**config.mk**
```make
export PLATFORM = sky130hd
export DESIGN_NAME = crs_reset_seq
export DESIGN_NICKNAME = d
export VERILOG_FILES = /design/src/verilog/crs_pkg.sv /design/src/verilog/crs_reset_seq.sv /design/src/verilog/crs_init_pulse.sv
export VERILOG_INCLUDE_DIRS = /design/src /design/src/verilog
export SDC_FILE = /design/constraint.sdc
export NUM_CORES = 1
export LEC_CHECK = 0
export BUFFER_PORTS_ARGS = -buffer_cell sky130_fd_sc_hd__buf_2
export CAP_MARGIN = 20
export CORE_UTILIZATION = 59
export DETAILED_ROUTE_END_ITERATION = 16
export PLACE_DENSITY_LB_ADDON = 0.05
export SLEW_MARGIN = 20
export SYNTH_ARGS = -nofsm -noshare
export SYNTH_HDL_FRONTEND = slang
export SYNTH_SLANG_ARGS = --single-unit
```
**constraint.sdc**
```tcl
create_clock -name clk_i -period 4.1 [get_ports clk_i]
set_input_delay 1.025 -clock clk_i [delete_from_list [all_inputs] [get_ports clk_i]]
set_output_delay 1.025 -clock clk_i [all_outputs]
set_load 0.05 [all_outputs]
```
**src/verilog/crs_map.svh**
```systemverilog
// Constants of the processor reset and soft-init sequencer.
// Assumes a 40 MHz clk_i; the stretch time is in microseconds, the clock in MHz, the other timing constants in clocks.
`ifndef CRS_MAP_SVH
`define CRS_MAP_SVH
// ==========================================================
// Register map and fields.
`define CRS_CTRL_OFFSET 8'h93
`define CRS_CTRL_RESET 8'h00
`define CRS_BIT_BIST_REQ 1
`define CRS_BIT_PROC_RESET_REQ 2
`define CRS_BIT_HARD_SEL 3
// ==========================================================
// Timing.
`define CRS_CLK_MHZ 40
`define CRS_STRETCH_US 1000
`define CRS_STRETCH_CYC (`CRS_STRETCH_US * `CRS_CLK_MHZ)
`define CRS_AUX_EXTRA_CYC 2
`define CRS_INIT_MIN_CYC 4
`endif

```
**src/verilog/crs_pkg.sv**
```systemverilog
// Types shared by the reset sequencer modules.
// Assumes crs_map.svh supplies the numeric constants.
package crs_pkg;
    typedef enum logic [1:0]
    {
        CRS_ST_HOLD = 2'b00,
        CRS_ST_STRETCH = 2'b01,
        CRS_ST_AUX = 2'b10,
        CRS_ST_RUN = 2'b11
    } crs_state_t;
endpackage : crs_pkg

```
**src/verilog/crs_reset_seq.sv**
```systemverilog
// Reset sequencer top: stretches the system reset, captures straps and
// drives the processor soft-init output.
// Assumes reset inputs are synchronous to clk_i and the host bus decoder
// supplies a one-cycle shutdown strobe and configuration write strobes.
`timescale 1ns/1ps
`include "crs_map.svh"
module crs_reset_seq
    import crs_pkg::*;
#(
    parameter int STRETCH_CYC = `CRS_STRETCH_CYC,
    parameter int STRAP_W = 8
)
(
    input wire logic clk_i, // Host clock.
    input wire logic reset_i, // Asynchronous reset, high.
    input wire logic system_reset_in_n_i, // System reset input, low.
    input wire logic [STRAP_W-1:0] strap_i, // Clock-enable pin straps.
    input wire logic shutdown_i, // Processor shutdown cycle strobe.
    input wire logic cfg_wr_i, // Configuration write strobe.
    input wire logic cfg_rd_i, // Configuration read strobe.
    input wire logic [7:0] cfg_addr_i, // Configuration offset.
    input wire logic [7:0] cfg_wdata_i, // Configuration write data.
    output logic [7:0] cfg_rdata_o, // Configuration read data.
    output logic cfg_hit_o, // Offset decoded here.
    output logic no_data_resp_o, // End shutdown cycle with no data.
    output logic processor_reset_out_n_o, // Processor reset, low.
    output logic auxiliary_reset_out_n_o, // Auxiliary reset, low.
    output logic processor_init_n_o, // Processor soft-init, low.
    output logic bist_request_o, // Self-test request to processor.
    output logic [STRAP_W-1:0] strap_o // Captured straps.
);
    localparam int CW = $clog2(STRETCH_CYC + 1);
    typedef struct packed
    {
        crs_state_t state;
        logic [CW-1:0] count;
        logic rst_in_q;
        logic [7:0] ctrl;
        logic [STRAP_W-1:0] straps;
        logic proc_rst;
        logic aux_rst;
        logic no_data;
        logic [7:0] rdata;
        logic [CW:0] high_run;
    } crs_top_t;
    crs_top_t cur;
    crs_top_t next_cur;
    logic ctrl_wr;
    logic soft_trigger;
    logic init_active;
    logic rst_rise;
    // ==========================================================
    // Register decode; a qualifying write to the control offset or a shutdown strobe is the soft-init source.
    assign ctrl_wr = cfg_wr_i && (cfg_addr_i == `CRS_CTRL_OFFSET);
    assign cfg_hit_o = cfg_addr_i == `CRS_CTRL_OFFSET;
    assign rst_rise = system_reset_in_n_i && !cur.rst_in_q;
    assign soft_trigger = shutdown_i
        || (ctrl_wr && !cfg_wdata_i[`CRS_BIT_HARD_SEL]
            && cfg_wdata_i[`CRS_BIT_BIST_REQ]
            && cfg_wdata_i[`CRS_BIT_PROC_RESET_REQ]
            && !cur.ctrl[`CRS_BIT_PROC_RESET_REQ]);
    // ==========================================================
    // Sequencer. Soft-init never enters this path, so system resets stay put.
    always_comb
    begin
        next_cur = cur;
        next_cur.rst_in_q = system_reset_in_n_i;
        next_cur.no_data = shutdown_i;
        if (ctrl_wr)
            next_cur.ctrl = cfg_wdata_i;
        if (cfg_rd_i)
            next_cur.rdata = (cfg_addr_i == `CRS_CTRL_OFFSET) ? cur.ctrl : 8'h00;
        if (rst_rise)
            next_cur.straps = strap_i;
        // Check-only run length of the high reset input; one bit wider to reach STRETCH_CYC + 1, and it saturates at all ones.
        if (!system_reset_in_n_i)
            next_cur.high_run = '0;
        else if (cur.high_run != '1)
            next_cur.high_run = cur.high_run + (CW+1)'(1);
        if (!system_reset_in_n_i)
        begin
            // Any fall, even mid-stretch, restarts the whole sequence.
            next_cur.state = CRS_ST_HOLD;
            next_cur.count = '0;
            next_cur.proc_rst = 1'b1;
            next_cur.aux_rst = 1'b1;
            next_cur.ctrl = `CRS_CTRL_RESET;
        end
        else
        begin
            case (cur.state)
                CRS_ST_HOLD:
                begin
                    next_cur.state = CRS_ST_STRETCH;
                    next_cur.count = CW'(1);
                end
                CRS_ST_STRETCH:
                begin
                    if (cur.count >= CW'(STRETCH_CYC))
                    begin
                        next_cur.proc_rst = 1'b0;
                        next_cur.state = CRS_ST_AUX;
                        next_cur.count = CW'(1);
                    end
                    else
                        next_cur.count = cur.count + CW'(1);
                end
                CRS_ST_AUX:
                begin
                    if (cur.count >= CW'(`CRS_AUX_EXTRA_CYC))
                    begin
                        next_cur.aux_rst = 1'b0;
                        next_cur.state = CRS_ST_RUN;
                    end
                    else
                        next_cur.count = cur.count + CW'(1);
                end
                CRS_ST_RUN:
                begin
                    next_cur.count = '0;
                end
                default:
                begin
                    next_cur.state = CRS_ST_HOLD;
                end
            endcase
        end
    end
    // Reset state is constant; output flops change only on clk_i or the rise of reset_i.
    always_ff @(posedge clk_i or posedge reset_i)
    begin
        if (reset_i)
        begin
            cur <= '0;
            cur.state <= CRS_ST_HOLD;
            cur.proc_rst <= 1'b1;
            cur.aux_rst <= 1'b1;
        end
        else
            cur <= next_cur;
    end
    // ==========================================================
    // Soft-init pulse generator.
    crs_init_pulse #(
        .WIDTH(`CRS_INIT_MIN_CYC)
    ) u_init (
        .clk_i(clk_i),
        .reset_i(reset_i),
        .trigger_i(soft_trigger),
        .init_active_o(init_active)
    );
    assign processor_reset_out_n_o = !cur.proc_rst;
    assign auxiliary_reset_out_n_o = !cur.aux_rst;
    assign processor_init_n_o = !init_active;
    assign no_data_resp_o = cur.no_data;
    assign cfg_rdata_o = cur.rdata;
    assign bist_request_o = cur.ctrl[`CRS_BIT_BIST_REQ] && cur.ctrl[`CRS_BIT_HARD_SEL];
    assign strap_o = cur.straps;
    // ==========================================================
    // Checks. Each one watches ports or state of this block only.

    // Both resets follow the reset input down on the next clock.
    a_reset_in_low: assert property (
        @(posedge clk_i) disable iff (reset_i)
        !system_reset_in_n_i |=> !processor_reset_out_n_o && !auxiliary_reset_out_n_o)
        else $error("resets not active while reset input low");

    // The auxiliary reset is never released while the processor is held.
    a_aux_covers_proc: assert property (
        @(posedge clk_i) disable iff (reset_i)
        !processor_reset_out_n_o |-> !auxiliary_reset_out_n_o)
        else $error("auxiliary reset released before processor reset");

    // Two clocks after the processor reset rises, the auxiliary one follows.
    a_aux_after_proc: assert property (
        @(posedge clk_i) disable iff (reset_i)
        ($rose(processor_reset_out_n_o) && system_reset_in_n_i) ##1 system_reset_in_n_i
        |-> !auxiliary_reset_out_n_o ##1 auxiliary_reset_out_n_o)
        else $error("auxiliary reset not released two clocks after processor");

    // The processor reset rises only after a full stretch of high input.
    a_proc_held: assert property (
        @(posedge clk_i) disable iff (reset_i)
        $rose(processor_reset_out_n_o) |-> cur.high_run == (CW+1)'(STRETCH_CYC + 1))
        else $error("processor reset released without stretch");

    // A fall of the reset input mid-stretch restarts the count from zero.
    a_restart: assert property (
        @(posedge clk_i) disable iff (reset_i)
        cur.state == CRS_ST_STRETCH && !system_reset_in_n_i
        |=> cur.state == CRS_ST_HOLD && cur.count == '0)
        else $error("stretch count not restarted");

    // A soft-init pulse leaves the system resets where they were.
    a_soft_no_hard: assert property (
        @(posedge clk_i) disable iff (reset_i)
        $fell(processor_init_n_o) && auxiliary_reset_out_n_o && system_reset_in_n_i
        |=> auxiliary_reset_out_n_o && processor_reset_out_n_o)
        else $error("soft reset disturbed system resets");

    // A shutdown cycle is ended with no data and starts the init pulse.
    a_shutdown_resp: assert property (
        @(posedge clk_i) disable iff (reset_i)
        shutdown_i |=> no_data_resp_o && !processor_init_n_o)
        else $error("shutdown not answered with no-data and init");

    // The no-data response never appears without a shutdown cycle behind it.
    a_no_data_src: assert property (
        @(posedge clk_i) disable iff (reset_i)
        no_data_resp_o |-> $past(shutdown_i))
        else $error("no-data response without shutdown cycle");

    // A qualifying control write gives at least four clocks of init.
    a_ctrl_init: assert property (
        @(posedge clk_i) disable iff (reset_i)
        soft_trigger && !shutdown_i |=> !processor_init_n_o [*4])
        else $error("control write init pulse too short");

    // Init starts only after a shutdown or a write that sets bit 2 with bit 3 clear.
    a_init_source: assert property (
        @(posedge clk_i) disable iff (reset_i)
        $fell(processor_init_n_o) |-> $past(shutdown_i)
            || ($past(cfg_wr_i) && $past(cfg_wdata_i[`CRS_BIT_PROC_RESET_REQ])
            && !$past(cfg_wdata_i[`CRS_BIT_HARD_SEL])))
        else $error("init pulse without a trigger");

    // Straps are only loaded at the rising edge of the reset input.
    a_strap_hold: assert property (
        @(posedge clk_i) disable iff (reset_i)
        system_reset_in_n_i && cur.rst_in_q |=> $stable(strap_o))
        else $error("straps changed outside reset release");

    // The rising edge loads the strap pins as they stood on that clock.
    a_strap_capture: assert property (
        @(posedge clk_i) disable iff (reset_i)
        rst_rise |=> strap_o == $past(strap_i))
        else $error("straps not captured at reset release");
endmodule : crs_reset_seq

```
**src/verilog/crs_init_pulse.sv**
```systemverilog
// Soft-init pulse stretcher.
// Assumes single-cycle triggers in the clk_i domain.
`timescale 1ns/1ps
`include "crs_map.svh"
module crs_init_pulse
    import crs_pkg::*;
#(
    parameter int WIDTH = `CRS_INIT_MIN_CYC
)
(
    input wire logic clk_i, // Host clock.
    input wire logic reset_i, // Asynchronous reset, high.
    input wire logic trigger_i, // Start or restart the pulse.
    output logic init_active_o // Soft-init active, high.
);
    typedef struct packed
    {
        logic [3:0] count;
        logic active;
    } crs_pulse_t;
    crs_pulse_t cur;
    crs_pulse_t next_cur;
    // ==========================================================
    // Counter: a retrigger restarts the full width, so pulses never shorten.
    always_comb
    begin
        next_cur = cur;
        if (trigger_i)
        begin
            next_cur.active = 1'b1;
            next_cur.count = 4'(WIDTH - 1);
        end
        else if (cur.active)
        begin
            if (cur.count == 4'h0)
                next_cur.active = 1'b0;
            else
                next_cur.count = cur.count - 4'h1;
        end
    end
    always_ff @(posedge clk_i or posedge reset_i)
    begin
        if (reset_i)
            cur <= '0;
        else
            cur <= next_cur;
    end
    assign init_active_o = cur.active;
    // ==========================================================
    // A trigger yields at least WIDTH active cycles.
    a_init_min_width: assert property (
        @(posedge clk_i) disable iff (reset_i)
        trigger_i |=> init_active_o [*4])
        else $error("init pulse shorter than four clocks");
endmodule : crs_init_pulse

```
==> impl_metrics.csv, run 1 <==
group,metric,value,unit
timing,slew_headroom,43.7,%
floorplan,num_rows,24,
clocking,post_cts_buffers,0,
drt,num_vias,1933,
yosys,synth_fa_ha_area_share,3.30,%
yosys,synth_flop_cell,"dfrtp_1",
timing,tightestPinTransition,844,ps
global_route,antenna_found_initial,0,
critical_path,critPathKind,"in2out",
place,gp_congestion,0.826,
drt,routedWlPerCell,12.7,µm
final_layout,multi_input_area,0.00111,mm²
yosys,synth.area.mux_share,6.42,%
timing,min_period,2970,ps
pwr,p_leak,1.44,nW
drt,routed_wl,4520,µm
pwr,vdd_drop_max,287,µV
worst_hold_path,hold_class,"reg2reg",
timing,slew_viol_final,0,
yosys,ys_types,39,
place,dp_hpwl,3220,µm
final_layout,fill_cells,370,
clocking,cts_resized,0,
floorplan,start_util,61.3,%
yosys,synthXorXnorAreaFrac,1.98,%
drt,route.antenna.remaining_nets,0,
timing,rsz0062_at_grt,"no",
clocking,numCtsBuffers,5,
clocking,clock_path_buffers,2,
final_layout,area_delta_synth_final,11.5,%
clocking,clkSlewWorstSetupHoldPaths,80,ps
timing,post-route-period-util,72.4,%
clocking,cts_tree,"yes",
yosys,synth_compound_area_share,13.1,%
drt,dr.pass1.iters,4,
place,portBuffers,51,
yosys,synth_nets,303,
drt,drt-vias-per-instance,5.45,
timing,fin_skew,7.10,ps
floorplan,ios,52,
floorplan,core_area,0.00432,mm²
timing,final-setup-viol-count,0,
yosys,async_flop_share,100,%
final_layout,drive_above_1_share,24.8,%
critical_path,worstPathMaxFanout,11,
global_route,track_usage,21.7,%
pwr,powerDensity,460,mW/mm²
final_layout,fin_util,68.3,%
final_layout,n_antenna_cell,0,
critical_path,critPathRequiredTime,3070,ps
clocking,htreeDepth,2,
floorplan,die_y,69.0,µm
timing,hold_violations,0,
yosys,syn_area_per_cell,9.97,µm²
critical_path,cp-start-kind,"primary input",
drt,post-route-drc-count,0,
final_layout,regArea,0.00128,mm²
clocking,clkLatencyLatePin,310,ps
timing,tns,0,ps
yosys,synth-seq-cells,51,
critical_path,crit_arrival,1940,ps
yosys,yosys_warnings,0,
job,maxCapViolCount,0,
global_route,grt_pass1_vias,1885,
global_route,grt_pass1_wl,8300,µm
outcome,run_status,"completed",
yosys,synth_top_family_by_area,"simple AND/OR/NAND/NOR gates",
critical_path,end_kind,"output pin",
global_route,grt_overflow,0,
yosys,synth_seq_area_share,48.2,%
timing,fmax,337,MHz
clocking,ctsHoldBuffers,0,
global_route,grt_max_degree,52,
final_layout,layout.nets,339,
yosys,synth_cells,266,
floorplan,die_w,69.0,µm
floorplan,dieArea,0.00477,mm²
clocking,cts_root_buf,"clkbuf_8",
yosys,yosys.area_share.simple,17.2,%
drt,drt_iter0_drc,111,
yosys,synth_edf_count,0,
clocking,cts_sinks,51,
yosys,syn_area,0.00265,mm²
==> metal layers <==
layer	routed length, µm	share of wire, %	up-vias	global-route usage [%]
li1	-	-	973	-
met1	2190	48	913	28.8
met2	2090	46	41	33.7
met3	171	3.8	6	5.56
met4	71	1.6	0	9.30
met5	0	0	-	0
==> sequential cells by signal (all words and copies together), names as in the netlist <==
| name | count |
|---|---|
| cur | 29 |
| no_data_resp_o | 1 |
| u_init.cur | 4 |
| u_init.init_active_o | 1 |
| cfg_rdata_o | 8 |
| strap_o | 8 |
==> cell usage in the layout (no fill, tap or decap), types with 2 or more instances in the layout <==
master	synthesis	layout
a211oi_1	2	2
a21oi_1	10	10
a22o_1	3	3
a31oi_1	7	7
and2_1	3	3
and3_1	5	5
buf_2	0	51
bufinv_16	0	2
clkbuf_8	0	5
dfrtp_1	49	49
dfstp_2	2	2
ha_1	7	7
inv_1	26	25
mux2_2	8	8
mux2i_1	8	8
nand2_1	26	26
nand3_1	12	12
nand4_1	3	3
nor2_1	9	9
nor2b_1	9	9
nor3_1	8	8
nor4_1	5	5
o211ai_1	2	2
o21ai_0	13	13
o21ai_1	7	7
o31ai_1	2	2
xnor2_1	3	3
xor2_1	3	3
==> cell type report <==
class / count / share of cell area [%]
flip-flops and latches: 51 / 43.3
clock buffers: 5 / 2.33
multi-input cells: 166 / 37.7
inverters: 26 / 3.34
repair buffers: 52 / 8.89
clock inverters: 3 / 2.29
well taps: 52 / 2.20
==> cell usage after synthesis (2+ instances only) <==
cell type  number  area [µm²]
dfrtp_1        49        1230
inv_1          26        97.6
nand2_1        26        97.6
buf_4          16         120
o21ai_0        13        65.1
nand3_1        12        60.1
a21oi_1        10        50.1
nor2_1          9        33.8
nor2b_1         9        56.3
mux2_2          8        90.1
mux2i_1         8        80.1
nor3_1          8        40.0
a31oi_1         7        43.8
ha_1            7        87.6
o21ai_1         7        35.0
and3_1          5        31.3
clkbuf_1        5        18.8
nor4_1          5        31.3
a22o_1          3        26.3
and2_1          3        18.8
nand4_1         3        18.8
xnor2_1         3        26.3
xor2_1          3        26.3
a211oi_1        2        15.0
buf_6           2        22.5
dfstp_2         2        52.6
o211ai_1        2        15.0
o31ai_1         2        15.0
==> power by group <==
part	leakage (nW)	switching, mW	internal [mW]
Sequential	0.667	0.0313	0.548
Combinational	0.708	0.244	0.131
Clock	0.0644	0.164	0.243
Total	1.44	0.439	0.922
==> stage by stage <==
step | cells | worst slack [ps] | hold WS (ps) | total power, mW | area (µm²)
3_3_place_gp | 347 | 1130 | 445 | 0.959 | 2820
3_5_place_dp | 347 | 1130 | 451 | 0.965 | 2820
5_1_grt | 355 | 938 | 483 | 1.44 | 2960
2_1_floorplan | 266 | 1010 | 439 | 0.910 | 2650
4_1_cts | 355 | 1130 | 465 | 1.38 | 2950
6_report | 355 | 1130 | 463 | 1.36 | 2960
==> final timing paths <==
| path | startpoint | endpoint | slack [ps] | cells past startpoint |
|---|---|---|---|---|
| min in group asynchronous | reset_i | strap_o[6] | 850 | 2 |
| max in group asynchronous | reset_i | u_init.cur[3] | 2750 | 2 |
| min | cur[27] | cur[27] | 460 | 2 |
| max reg2reg | cur[53] | cur[50] | 1750 | 5 |
| min reg2reg | cur[27] | cur[27] | 460 | 2 |
| max | cfg_addr_i[6] | cfg_hit_o | 1130 | 5 |
==> worst max-delay path, stage by stage <==
cell and delay (ps):
buf_2 90, nand4bb_1 160, nor4_1 170, buf_4 210, buf_2 280
==> kinds of logic (layout without fill, tap and decap cells) <==
family	count (synthesis)	after routing
mux	16	16
buf+inv	49	86
fa+ha+maj	7	7
xor+xnor	6	6
compound gates	51	51
simple gates	86	86
flops	51	51
No activity file was read; power rests on OpenSTA's default activity.
==> run 2, diff against run 1 <==
--- a/config.mk
+++ b/config.mk
@@ -8,7 +8,7 @@
 export LEC_CHECK = 0
 export BUFFER_PORTS_ARGS = -buffer_cell sky130_fd_sc_hd__buf_2
 export CAP_MARGIN = 20
-export CORE_UTILIZATION = 59
+export CORE_UTILIZATION = 55
 export DETAILED_ROUTE_END_ITERATION = 16
 export PLACE_DENSITY_LB_ADDON = 0.05
 export SLEW_MARGIN = 20
==> constraint.sdc (replaced) <==
create_clock -name clk_i -period 3.1 [get_ports clk_i]
set_input_delay 0.775 -clock clk_i [delete_from_list [all_inputs] [get_ports clk_i]]
set_output_delay 0.775 -clock clk_i [all_outputs]
set_load 0.05 [all_outputs]
==> impl_metrics.csv, run 2 (synthesis results as in run 1) <==
group,metric,value,unit
global_route,grt_overflow,0,
clocking,cts_resized,0,
clocking,ctsHoldBuffers,0,
pwr,vdd_drop_max,452,µV
timing,slew_viol_final,0,
drt,route.antenna.remaining_nets,0,
worst_hold_path,hold_class,"in2async",
clocking,cts_tree,"yes",
timing,fmax,420,MHz
floorplan,dieArea,0.00510,mm²
timing,tightestPinTransition,757,ps
clocking,clkLatencyLatePin,310,ps
floorplan,num_rows,24,
final_layout,layout.nets,341,
critical_path,reg2regPathDepth,5,
critical_path,end_kind,"output pin",
drt,post-route-drc-count,0,
timing,post-route-period-util,76.8,%
drt,routed_wl,4750,µm
outcome,run_status,"completed",
timing,hold_violations,0,
clocking,htreeDepth,2,
timing,tns,0,ps
global_route,antenna_found_initial,0,
floorplan,die_w,71.4,µm
drt,num_vias,1922,
place,dp_hpwl,3400,µm
drt,dr.pass1.iters,4,
place,gp_congestion,0.849,
final_layout,max_flop_register,"cur",
clocking,cts_sinks,51,
critical_path,worstPathMaxFanout,2,
timing,rsz0062_at_grt,"no",
final_layout,drive_above_1_share,24.9,%
timing,fin_ws,720,ps
place,pre_cts_ws,716,ps
clocking,clkSlewWorstSetupHoldPaths,90,ps
critical_path,reg2reg_slack,750,ps
critical_path,reg2reg_from,"cur[54]",
pwr,p_leak,1.45,nW
clocking,numCtsBuffers,5,
floorplan,core_area,0.00450,mm²
global_route,grt_pass1_wl,8270,µm
timing,min_period,2380,ps
floorplan,die_y,71.4,µm
clocking,clock_path_buffers,2,
critical_path,crit_arrival,1610,ps
critical_path,critPathRequiredTime,2320,ps
critical_path,critPathKind,"in2out",
final_layout,largest_register_ffs,29,
global_route,grt_max_degree,37,
drt,drt_iter0_drc,106,
timing,fin_skew,7.14,ps
final_layout,n_antenna_cell,0,
timing,slew_headroom,49.6,%
drt,routedWlPerCell,13.3,µm
drt,drt-vias-per-instance,5.38,
clocking,post_cts_buffers,0,
timing,final-setup-viol-count,0,
pwr,powerDensity,611,mW/mm²
final_layout,layout_common_cells,"51 x buf_2, 49 x dfrtp_1, 26 x nand2_1, 25 x inv_1, 13 x o21ai_0",
job,maxCapViolCount,0,
floorplan,start_util,58.9,%
place,portBuffers,51,
global_route,track_usage,20.7,%
floorplan,ios,52,
global_route,grt_pass1_vias,1831,
final_layout,mostFrequentLayoutCell,"buf_2",
clocking,cts_root_buf,"clkbuf_8",
pwr,p_total,1.81,mW
critical_path,cp-start-kind,"primary input",
final_layout,area_delta_synth_final,11.8,%
critical_path,r2r-end,"cur[50]",
[run 2: cell types whose count changed in the layout (fill, tap and decap cells not counted)]
| cell | previous run | this run |
|---|---|---|
| inv_2 | 0 | 1 |
| clkbuf_1 | 0 | 1 |
| buf_4 | 1 | 3 |
| clkinv_2 | 1 | 0 |
| clkinvlp_4 | 1 | 0 |
[run 2: metal layers]
metal / global-route usage (%) / wire (µm) / vias up / part of all wire, %
met2: 33.7 / 2220 / 39 / 47
li1: - / - / 974 / -
met5: 0 / 0 / - / 0
met4: 5.33 / 48 / 0 / 1.0
met1: 28.1 / 2320 / 903 / 49
met3: 4.64 / 156 / 6 / 3.3
[run 2: stage by stage]
stage | hold WS, ps | instances | instance area [µm²] | util [%]
6_report | 410 | 357 | 2970 | 65.8
5_1_grt | 438 | 357 | 2970 | 65.8
4_1_cts | 419 | 357 | 2970 | 65.8
3_5_place_dp | 451 | 349 | 2830 | 62.9
3_3_place_gp | 451 | 349 | 2830 | 62.9
2_1_floorplan | 439 | 266 | 2650 | -
[run 2: worst max path at each step]
stage	start	to	slack (ps)
after floorplan	cfg_addr_i[6]	cfg_hit_o	510
final	cfg_addr_i[6]	cfg_hit_o	720
after detailed placement	cfg_addr_i[6]	cfg_hit_o	720
after CTS	cfg_addr_i[6]	cfg_hit_o	720
after global routing	cur[54]	cur[50]	550
after global placement	cfg_addr_i[6]	cfg_hit_o	740
[run 2: layout make-up]
type	instances	area [µm²]
Tap cell	52	65.1
Clock buffer	6	72.6
Timing Repair Buffer	54	278
Sequential cell	51	1280
Fill cell	378	1540
Clock inverter	2	60.1
Inverter	26	97.6
Multi-Input combinational cell	166	1110
[run 2: critical path, cell delays in order]
cell and delay, ps:
buf_2 90, nand4bb_1 160, nor4_1 240, buf_2 330
[run 2: report_power, final]
part	internal, mW	switching [mW]	total [mW]
clock	0.323	0.220	0.543
combinational	0.176	0.328	0.503
sequential	0.725	0.0417	0.767
==> run 3, diff against run 2 <==
==> constraint.sdc (replaced) <==
create_clock -name clk_i -period 2.42 [get_ports clk_i]
set_input_delay 0.605 -clock clk_i [delete_from_list [all_inputs] [get_ports clk_i]]
set_output_delay 0.605 -clock clk_i [all_outputs]
set_load 0.05 [all_outputs]
==> impl_metrics.csv, run 3 (synthesis results as in run 1) <==
group,metric,value,unit
outcome,run_status,"completed",
critical_path,end_kind,"flip-flop",
clocking,ctsHoldBuffers,0,
final_layout,largest_register_ffs,29,
global_route,antenna_found_initial,0,
clocking,htreeDepth,2,
timing,final-setup-viol-count,0,
critical_path,cp-start-kind,"flip-flop",
critical_path,reg2reg_from,"cur[54]",
clocking,cts_root_buf,"clkbuf_8",
critical_path,critPathRequiredTime,2640,ps
clocking,cts_tree,"yes",
drt,drt_iter0_drc,106,
final_layout,layout.nets,345,
timing,tightestPinTransition,733,ps
clocking,cts_sinks,51,
floorplan,num_rows,24,
pwr,p_total,2.24,mW
clocking,clkLatencyLatePin,300,ps
final_layout,fin_cells,361,
timing,hold_violations,0,
timing,min_period,2140,ps
critical_path,reg2reg_slack,280,ps
floorplan,ios,52,
critical_path,reg2regPathDepth,6,
final_layout,max_flop_register,"cur",
critical_path,crit_arrival,2350,ps
drt,drt-vias-per-instance,5.47,
place,dp_hpwl,3430,µm
clocking,clock_path_buffers,2,
final_layout,fill_cells,396,
critical_path,worstPathMaxFanout,13,
drt,num_vias,1975,
final_layout,n_antenna_cell,0,
floorplan,dieArea,0.00510,mm²
final_layout,drive_above_1_share,26.2,%
final_layout,mostFrequentLayoutCell,"buf_2",
clocking,numCtsBuffers,5,
final_layout,fin_util,66.1,%
place,place_inst,353,
global_route,grt_pass1_wl,8400,µm
drt,route.antenna.remaining_nets,0,
floorplan,core_area,0.00450,mm²
final_layout,regArea,0.00128,mm²
clocking,cts_resized,0,
floorplan,die_y,71.4,µm
drt,routed_wl,4770,µm
pwr,vdd_drop_max,550,µV
clocking,clkSlewWorstSetupHoldPaths,90,ps
place,portBuffers,51,
timing,fin_ws,284,ps
job,maxCapViolCount,0,
floorplan,die_w,71.4,µm
global_route,grt_overflow,0,
timing,slew_headroom,50.7,%
drt,routedWlPerCell,13.2,µm
place,gp_congestion,0.860,
place,pre_cts_ws,308,ps
place,post_dp_cell_area,0.00286,mm²
pwr,p_leak,1.46,nW
timing,slew_viol_final,0,
global_route,grt_max_degree,52,
worst_hold_path,hold_class,"in2async",
floorplan,start_util,58.9,%
timing,rsz0062_at_grt,"no",
global_route,grt_pass1_vias,1885,
timing,tns,0,ps
timing,fmax,468,MHz
global_route,track_usage,21.1,%
timing,fin_skew,7.37,ps
final_layout,fin_area,0.00298,mm²
final_layout,layout_common_cells,"51 x buf_2, 49 x dfrtp_1, 26 x nand2_1, 25 x inv_1, 13 x o21ai_0",
timing,post-route-period-util,88.2,%
timing,whs,454,ps
critical_path,r2r-end,"cur[54]",
critical_path,critPathKind,"reg2reg",
drt,dr.pass1.iters,4,
final_layout,area_delta_synth_final,12.2,%
clocking,post_cts_buffers,0,
pwr,powerDensity,753,mW/mm²
final_layout,multi_input_area,0.00111,mm²
drt,post-route-drc-count,0,
==> run 3: cell count changes in the layout (fill, tap and decap cells not counted) <==
cell	previous run	this run
clkinv_4	0	1
clkinv_2	0	1
bufinv_16	2	1
clkbuf_1	1	0
buf_4	3	7
==> run 3: worst max-delay path, cell delays in order, from the launching register on <==
cell     delay (ps)
dfrtp_1         440
nor4_4          410
nand4_2         190
o32ai_4         470
buf_4           270
a31oi_1          90
a31oi_1         170
==> run 3: worst max-delay path by stage <==
stage,startpoint,slack (ps),end
floorplan,cfg_addr_i[6],170,cfg_hit_o
global placement,cur[53],330,cur[54]
detailed placement,cur[54],310,cur[54]
CTS,cur[54],290,cur[54]
global route,cur[54],130,cur[52]
finish,cur[54],280,cur[54]
==> run 3: layout make-up <==
class / count / share of cell area [%]
clock buffers: 5 / 2.31
flip-flops and latches: 51 / 43.0
multi-input cells: 166 / 37.4
repair buffers: 58 / 10.3
clock inverters: 3 / 1.47
inverters: 26 / 3.28
well taps: 52 / 2.19
==> run 3: power breakdown <==
part / total (mW) / switching (mW) / internal [mW]
combinational: 0.675 / 0.433 / 0.242
sequential: 0.983 / 0.0533 / 0.929
clock: 0.583 / 0.275 / 0.308
total: 2.24 / 0.761 / 1.48
==> run 3: metal layers <==
metal | track usage, % | vias up | routed length [µm]
met2 | 33.9 | 57 | 2190
met3 | 4.50 | 8 | 187
li1 | - | 990 | -
met4 | 7.33 | 0 | 80
met1 | 28.7 | 920 | 2310
met5 | 0 | - | 0
